## src/design/mgrw_params.svh

```systemverilog
`ifndef MGRW_PARAMS_SVH
`define MGRW_PARAMS_SVH

`define MGRW_ADDR_W 8
`define MGRW_DATA_W 8
`define MGRW_N_OUT 8
`define MGRW_N_CFG 8
`define MGRW_ADDR_MODE 8'h00
`define MGRW_ADDR_SS 8'h01
`define MGRW_ADDR_OE 8'h02
`define MGRW_ADDR_INSEL 8'h03
`define MGRW_ADDR_CFG_BASE 8'h10
`define MGRW_ADDR_CFG_MASK 8'hf8
`define MGRW_MODE_BIT 0
`define MGRW_SS_BIT 0
`define MGRW_INSEL_LSB 0
`define MGRW_INSEL_W 2
`define MGRW_RST_SS 1'b0
`define MGRW_RST_OE 8'hff
`define MGRW_RST_INSEL 2'h0
`define MGRW_RST_CFG 8'h00

`endif

```

## src/design/mgrw_pkg.sv

```systemverilog
`include "mgrw_params.svh"

package mgrw_pkg;

	typedef enum logic [0:0]
	{
		MGRW_READY = 1'b0,
		MGRW_ACTIVE = 1'b1
	} mgrw_mode_t;

	typedef logic [`MGRW_DATA_W-1:0] mgrw_byte_t;
	typedef logic [`MGRW_ADDR_W-1:0] mgrw_addr_t;
	typedef logic [$clog2(`MGRW_N_CFG)-1:0] mgrw_cfg_idx_t;

	function automatic logic mgrw_is_cfg(input mgrw_addr_t a);
		return (a & `MGRW_ADDR_CFG_MASK) == `MGRW_ADDR_CFG_BASE;
	endfunction

	function automatic mgrw_cfg_idx_t mgrw_cfg_idx(input mgrw_addr_t a);
		return a[$clog2(`MGRW_N_CFG)-1:0];
	endfunction

endpackage

```

## src/design/mgrw_cfg_if.sv

```systemverilog
`timescale 1ns/100ps
`default_nettype none

`include "mgrw_params.svh"

interface mgrw_cfg_if;
	logic wr_en;
	mgrw_pkg::mgrw_cfg_idx_t wr_idx;
	mgrw_pkg::mgrw_byte_t wr_data;
	logic commit;
	mgrw_pkg::mgrw_cfg_idx_t rd_idx;
	mgrw_pkg::mgrw_byte_t rd_staged;
	logic [`MGRW_N_CFG*`MGRW_DATA_W-1:0] active_flat;

	modport ctrl
	(
		output wr_en,
		output wr_idx,
		output wr_data,
		output commit,
		output rd_idx,
		input rd_staged,
		input active_flat
	);

	modport store
	(
		input wr_en,
		input wr_idx,
		input wr_data,
		input commit,
		input rd_idx,
		output rd_staged,
		output active_flat
	);
endinterface

`default_nettype wire

```

## src/design/mgrw_cfg_store.sv

```systemverilog
`timescale 1ns/100ps
`default_nettype none

`include "mgrw_params.svh"

module mgrw_cfg_store
(
	input wire logic core_clk,
	input wire logic rst_b,
	mgrw_cfg_if.store cfg
);

	mgrw_pkg::mgrw_byte_t staged_reg [`MGRW_N_CFG];
	mgrw_pkg::mgrw_byte_t active_reg [`MGRW_N_CFG];

	assign cfg.rd_staged = staged_reg[cfg.rd_idx];

	always_ff @(posedge core_clk)
	begin
		for (int i = 0; i < `MGRW_N_CFG; i++)
		begin
			if (!rst_b)
			begin
				staged_reg[i] <= `MGRW_RST_CFG;
				active_reg[i] <= `MGRW_RST_CFG;
			end
			else
			begin
				// Staging write already gated by the controller
				if (cfg.wr_en && cfg.wr_idx == i[$clog2(`MGRW_N_CFG)-1:0])
					staged_reg[i] <= cfg.wr_data;
				if (cfg.commit)
					active_reg[i] <= staged_reg[i];
			end
		end
	end

	genvar g;
	generate
		for (g = 0; g < `MGRW_N_CFG; g++)
		begin : g_flat
			assign cfg.active_flat[g*`MGRW_DATA_W +: `MGRW_DATA_W] = active_reg[g];
		end
	endgenerate

endmodule

`default_nettype wire

```

## src/design/mgrw_top.sv

```systemverilog
`timescale 1ns/100ps
`default_nettype none

`include "mgrw_params.svh"

module mgrw_top
(
	input wire logic core_clk,
	input wire logic rst_b,
	input wire logic wr_en,
	input wire logic [`MGRW_ADDR_W-1:0] wr_addr,
	input wire logic [`MGRW_DATA_W-1:0] wr_data,
	input wire logic [`MGRW_ADDR_W-1:0] rd_addr,
	output logic [`MGRW_DATA_W-1:0] rd_data,
	output logic wr_ack,
	output logic mode_active,
	output logic outputs_running,
	output logic [`MGRW_N_OUT-1:0] out_run,
	output logic ss_enable,
	output logic [`MGRW_INSEL_W-1:0] input_sel,
	output logic [`MGRW_N_CFG*`MGRW_DATA_W-1:0] cfg_active
);

	mgrw_cfg_if cfg ();

	mgrw_pkg::mgrw_mode_t mode_reg;
	mgrw_pkg::mgrw_mode_t mode_next;
	logic ss_reg;
	logic [`MGRW_N_OUT-1:0] oe_reg;
	logic [`MGRW_INSEL_W-1:0] insel_reg;
	logic [`MGRW_N_OUT-1:0] out_run_reg;
	logic [`MGRW_DATA_W-1:0] rd_data_reg;
	logic wr_ack_reg;

	function automatic logic mgrw_addr_hit
	(
		input logic en,
		input mgrw_pkg::mgrw_addr_t a,
		input mgrw_pkg::mgrw_addr_t match_addr
	);
		return en && a == match_addr;
	endfunction

	wire wr_mode = mgrw_addr_hit(wr_en, wr_addr, `MGRW_ADDR_MODE);
	wire wr_ss = mgrw_addr_hit(wr_en, wr_addr, `MGRW_ADDR_SS);
	wire wr_oe = mgrw_addr_hit(wr_en, wr_addr, `MGRW_ADDR_OE);
	wire wr_insel = mgrw_addr_hit(wr_en, wr_addr, `MGRW_ADDR_INSEL);
	wire wr_cfg_hit = wr_en && mgrw_pkg::mgrw_is_cfg(wr_addr);
	wire rd_cfg_hit = mgrw_pkg::mgrw_is_cfg(rd_addr);
	wire req_active = wr_data[`MGRW_MODE_BIT];
	wire mode_is_ready = mode_reg == mgrw_pkg::MGRW_READY;

	wire cfg_wr_ok = wr_cfg_hit && mode_is_ready;

	// commit edge
	// Only a real Ready-to-Active step commits, so rewriting Active is harmless
	wire commit = wr_mode && req_active && mode_is_ready;

	assign mode_next = wr_mode ? (req_active ? mgrw_pkg::MGRW_ACTIVE : mgrw_pkg::MGRW_READY) : mode_reg;

	assign cfg.wr_en = cfg_wr_ok;
	assign cfg.wr_idx = mgrw_pkg::mgrw_cfg_idx(wr_addr);
	assign cfg.wr_data = wr_data;
	assign cfg.commit = commit;
	assign cfg.rd_idx = mgrw_pkg::mgrw_cfg_idx(rd_addr);

	mgrw_cfg_store u_store
	(
		.core_clk(core_clk),
		.rst_b(rst_b),
		.cfg(cfg)
	);

	// Output run mask follows the mode and enables written this cycle
	logic [`MGRW_N_OUT-1:0] oe_next;
	logic [`MGRW_N_OUT-1:0] out_run_next;

	assign oe_next = wr_oe ? wr_data[`MGRW_N_OUT-1:0] : oe_reg;
	assign out_run_next = (mode_next == mgrw_pkg::MGRW_ACTIVE) ? oe_next : '0;

	// Read selection; unmapped addresses read zero
	wire rd_sel_mode = mgrw_addr_hit(1'b1, rd_addr, `MGRW_ADDR_MODE);
	wire rd_sel_ss = mgrw_addr_hit(1'b1, rd_addr, `MGRW_ADDR_SS);
	wire rd_sel_oe = mgrw_addr_hit(1'b1, rd_addr, `MGRW_ADDR_OE);
	wire rd_sel_insel = mgrw_addr_hit(1'b1, rd_addr, `MGRW_ADDR_INSEL);

	logic [`MGRW_DATA_W-1:0] rd_mode_word;
	logic [`MGRW_DATA_W-1:0] rd_ss_word;
	logic [`MGRW_DATA_W-1:0] rd_oe_word;
	logic [`MGRW_DATA_W-1:0] rd_insel_word;
	logic [`MGRW_DATA_W-1:0] rd_next;

	assign rd_mode_word = mgrw_pkg::mgrw_byte_t'(mode_reg == mgrw_pkg::MGRW_ACTIVE) << `MGRW_MODE_BIT;
	assign rd_ss_word = mgrw_pkg::mgrw_byte_t'(ss_reg) << `MGRW_SS_BIT;
	assign rd_oe_word = mgrw_pkg::mgrw_byte_t'(oe_reg);
	assign rd_insel_word = mgrw_pkg::mgrw_byte_t'(insel_reg) << `MGRW_INSEL_LSB;

	// Staged bytes read back, so the host can check them before committing
	assign rd_next = rd_cfg_hit ? cfg.rd_staged
		: rd_sel_mode ? rd_mode_word
		: rd_sel_ss ? rd_ss_word
		: rd_sel_oe ? rd_oe_word
		: rd_sel_insel ? rd_insel_word
		: '0;

	logic ss_next;
	logic [`MGRW_INSEL_W-1:0] insel_next;

	assign ss_next = wr_ss ? wr_data[`MGRW_SS_BIT] : ss_reg;
	assign insel_next = wr_insel ? wr_data[`MGRW_INSEL_LSB +: `MGRW_INSEL_W] : insel_reg;

	always_ff @(posedge core_clk)
	begin
		if (!rst_b)
		begin
			mode_reg <= mgrw_pkg::MGRW_ACTIVE;
		end
		else
		begin
			mode_reg <= mode_next;
		end
	end

	always_ff @(posedge core_clk)
	begin
		if (!rst_b)
		begin
			out_run_reg <= `MGRW_RST_OE;
		end
		else
		begin
			out_run_reg <= out_run_next;
		end
	end

	always_ff @(posedge core_clk)
	begin
		if (!rst_b)
		begin
			ss_reg <= `MGRW_RST_SS;
		end
		else
		begin
			ss_reg <= ss_next;
		end
	end

	always_ff @(posedge core_clk)
	begin
		if (!rst_b)
		begin
			oe_reg <= `MGRW_RST_OE;
		end
		else
		begin
			oe_reg <= oe_next;
		end
	end

	always_ff @(posedge core_clk)
	begin
		if (!rst_b)
		begin
			insel_reg <= `MGRW_RST_INSEL;
		end
		else
		begin
			insel_reg <= insel_next;
		end
	end

	// refused writes still acked
	// Ack every write so a refused one looks like any other to the host
	always_ff @(posedge core_clk)
	begin
		if (!rst_b)
		begin
			wr_ack_reg <= 1'b0;
		end
		else
		begin
			wr_ack_reg <= wr_en;
		end
	end

	always_ff @(posedge core_clk)
	begin
		if (!rst_b)
		begin
			rd_data_reg <= '0;
		end
		else
		begin
			rd_data_reg <= rd_next;
		end
	end

	assign rd_data = rd_data_reg;
	assign wr_ack = wr_ack_reg;
	assign mode_active = (mode_reg == mgrw_pkg::MGRW_ACTIVE);
	assign outputs_running = |out_run_reg;
	assign out_run = out_run_reg;
	assign ss_enable = ss_reg;
	assign input_sel = insel_reg;
	assign cfg_active = cfg.active_flat;

endmodule

`default_nettype wire

```

## config.mk

```make
export PLATFORM = sky130hd
export DESIGN_NAME = mgrw_top
export DESIGN_NICKNAME = d
export VERILOG_FILES = /design/src/design/mgrw_pkg.sv /design/src/design/mgrw_cfg_if.sv /design/src/design/mgrw_cfg_store.sv /design/src/design/mgrw_top.sv
export VERILOG_INCLUDE_DIRS = /design/src /design/src/design
export SDC_FILE = /design/constraint.sdc
export NUM_CORES = 1
export LEC_CHECK = 0
export BUFFER_PORTS_ARGS = -buffer_cell sky130_fd_sc_hd__buf_2
export CORE_UTILIZATION = 50
export DETAILED_ROUTE_END_ITERATION = 10
export PLACE_DENSITY = 0.75
export SLEW_MARGIN = 10
export SYNTH_ARGS = -nofsm -noshare
export SYNTH_HDL_FRONTEND = slang
export SYNTH_SLANG_ARGS = --single-unit
```

## constraint.sdc

```tcl
create_clock -name core_clk -period 6 [get_ports core_clk]
set_input_delay 0.3 -clock core_clk [delete_from_list [all_inputs] [get_ports core_clk]]
set_output_delay 0.3 -clock core_clk [all_outputs]
set_load 0.1 [all_outputs]
```

==> metrics.cfg <==
[worst_setup_path]
crit_fanout = 9
slowest_stage = o21ai_0
worstRegToRegCells = 3
path_cells = buf_2 -> nor4b_4 -> and4bb_2 -> nand2b_1 -> o21ai_0
r2r_start = mode_active$_SDFF_PN1_
crit_family = simple AND/OR/NAND/NOR gates
cp-start-kind = primary input
timing.reg2reg.setup_slack_ps = 3880
cpPeakStageDelay_ps = 930
crit_buf_inv = 1
required_ps = 6030
crit_path_end_kind = flip-flop
critPathArrivalTime_ps = 2290
path_class = primary input to flip-flop
worstReg2RegEnd = u_store.staged_reg[0][2]$_SDFFCE_PN0P_

[min_path]
worstHoldPathType = primary input to flip-flop
min_from = wr_en
hold_depth = 2
holdPathEnd = wr_ack$_SDFF_PN0_

[sta]
clock.fmax_ghz = 0.4422
finalSetupTns_ps = 0
maxSlewViolCount = 0
hold_violations = 0
finClkSkew_ps = 6.568
slew_headroom_pct = 21.38
setup_viol = 0
rsz0062_at_grt = false
fin_crit_ps = 2261
period_share_pct = 37.69
tightestPinTransition_ps = 1167
post-route-worst-setup-slack_ps = 3739

[pwr]
pwr-share-clk_pct = 43.2
combinationalPowerShare_pct = 8.9
p_per_area_nw_per_um2 = 324.9
leakage_nw = 3.221
p_sw_w = 0.0006145
p_int_w = 0.001933
peakVddDrop_uv = 170.8
swShare_pct = 24.12
p_seq_share_pct = 47.8

[floorplan]
ios = 113
dieArea_um2 = 13450
row_count = 41
die_y_um = 116.0
initial_core_util_pct = 51.47
core_um2 = 12620
die_width_um = 116.0

[route]
viasPerCell = 5.244
route.detailed.drc = 0
first_iter_violations = 405
first_pass_iters = 4
wl_per_cell_um = 18.31
wl_um = 14030
drtAntennaViolNets = 0
vias = 4017

[clocking]
cts_max_level = 4
cts_root_buf = clkbuf_16
numCtsBuffers = 17
cts_tree = done
clockBufferDepth = 2
clk_latency_ps = 420
cts_resized = 0
cts_sinks = 157
postCtsSetupBuffers = 0
postCtsHoldBufs = 0
clkTransAtPathRegs_ps = 60

[logic_synthesis]
synth_ff_type = edfxtp_1
synth_cell_types = 42
synth.most_common_cell = and2_1
synth_area_leaders = edfxtp_1 59%, and2_1 13%, dfxtp_1 8.9%
synth-edff-count = 128
synthesis.nets = 490
synth_area_um2 = 6495
synth-async-reset-ratio_pct = 0
syn_inst = 463
avgSynthCellArea_um2 = 14.03
ys_seq_area_share_pct = 68.12
yosysWarnings = 0
synth_area_leader_cell = edfxtp_1
ys_ff_latch = 157
ys_top_cells_by_count = 133 x and2_1, 128 x edfxtp_1, 29 x dfxtp_1
synth_top_area_share_pct = 59.18

[layout]
syn2layout_area_growth_pct = 20.73
final.fill_count = 993
final_nets = 608
layout-drive-gt1-share_pct = 28.28
antenna_cells = 0

[grt]
grt_overflow = 0
grt_max_degree = 65
grt_pass1_wl_um = 21450
grt_usage_pct = 22.33
antenna_found_initial = 0
grt_pass1_vias = 3848

[outcome]
status = finished, final reports clean

[placed_design]
place_ws_ps = 3324
place_congestion = 0.8239
portBuffers = 112
dp_hpwl_um = 9575

[run]
drv_cap = 0

[logic make-up (layout without fill, tap and decap cells)]
logic type	after synthesis	in the layout	synth area share [%]
compound gates	55	55	5.433
buf+inv	23	154	2.080
flops	157	157	68.12
mux	35	35	6.107
simple gates	193	193	18.26
[layer usage]
layer / vias up / global-route usage, % / part of all wire [%]
met1: 1935 / 29.05 / 42
li1: 1916 / - / -
met4: 0 / 7.949 / 1.4
met2: 151 / 36.63 / 50
met5: - / 0 / 0
met3: 15 / 5.439 / 7.0
[power groups by stage]
stage	clock network (W)	logic, W	registers (W)
3_5_place_dp	0	0.000228	0.00124
2_1_floorplan	0	0.0000517	0.00136
3_3_place_gp	0	0.000225	0.00124
6_report	0.00110	0.000227	0.00122
4_1_cts	0.00112	0.000228	0.00122
5_1_grt	0.00117	0.000237	0.00122
[metrics by stage]
step                      total power (W)  util, %  std cells  hold WS [ps]  cell area, um2
after floorplan                  0.001412        -        463         421.7            6495
after global placement           0.001465    57.14        734         479.2            7211
after detailed placement         0.001469    57.14        734         491.3            7211
after CTS                        0.002566    62.14        766         73.83            7841
after global routing             0.002626    62.14        766         99.92            7841
final                            0.002547    62.14        766         96.02            7841
[cell usage in the layout, fill, tap and decap left out, types with 3 or more instances in the layout]
cell type	instances
clkinv_2	3
inv_4	3
mux4_2	3
nand2_1	14
dfxtp_1	29
buf_2	112
o22ai_1	4
buf_4	7
nand3_1	3
nor2b_1	3
inv_1	3
edfxtp_1	128
clkbuf_8	3
mux2i_1	25
nand3b_1	4
and2_1	133
nor4_1	3
o21ai_0	15
o2bb2ai_1	5
a21oi_1	14
mux2_2	7
a22o_1	5
clkbuf_16	22
nand2b_1	4
nor2_1	16
[worst reg2reg max path, stage by stage (launching register included)]
cell	delay, ps
dfxtp_1	350
and4bb_2	320
nand2b_1	130
o21ai_0	930
[area by class of cell]
type                            count  area [um2]  share of cell area (%)
Sequential cell                   157        4424                   56.42
Multi-Input combinational cell    283        1947                   24.83
Timing Repair Buffer              119       613.1                   7.819
Clock buffer                       26       596.8                   7.611
Tap cell                          172       215.2                   2.745
Clock inverter                      6       33.78                  0.4308
Inverter                            3       11.26                  0.1436
[worst max-delay path by stage]
stage | cells after the start | endpoint | from
after global placement | 5 | u_store.staged_reg[2][2]$_SDFFCE_PN0P_ | wr_addr[5]
after global routing | 5 | u_store.staged_reg[0][2]$_SDFFCE_PN0P_ | wr_addr[5]
final | 5 | u_store.staged_reg[0][2]$_SDFFCE_PN0P_ | wr_addr[5]
after floorplan | 2 | u_store.active_reg[0][0]$_SDFFCE_PN0P_ | mode_active$_SDFF_PN1_
after detailed placement | 5 | u_store.staged_reg[2][3]$_SDFFCE_PN0P_ | wr_addr[5]
after CTS | 5 | u_store.staged_reg[2][3]$_SDFFCE_PN0P_ | wr_addr[5]
No activity file was read; power rests on OpenSTA's default activity.
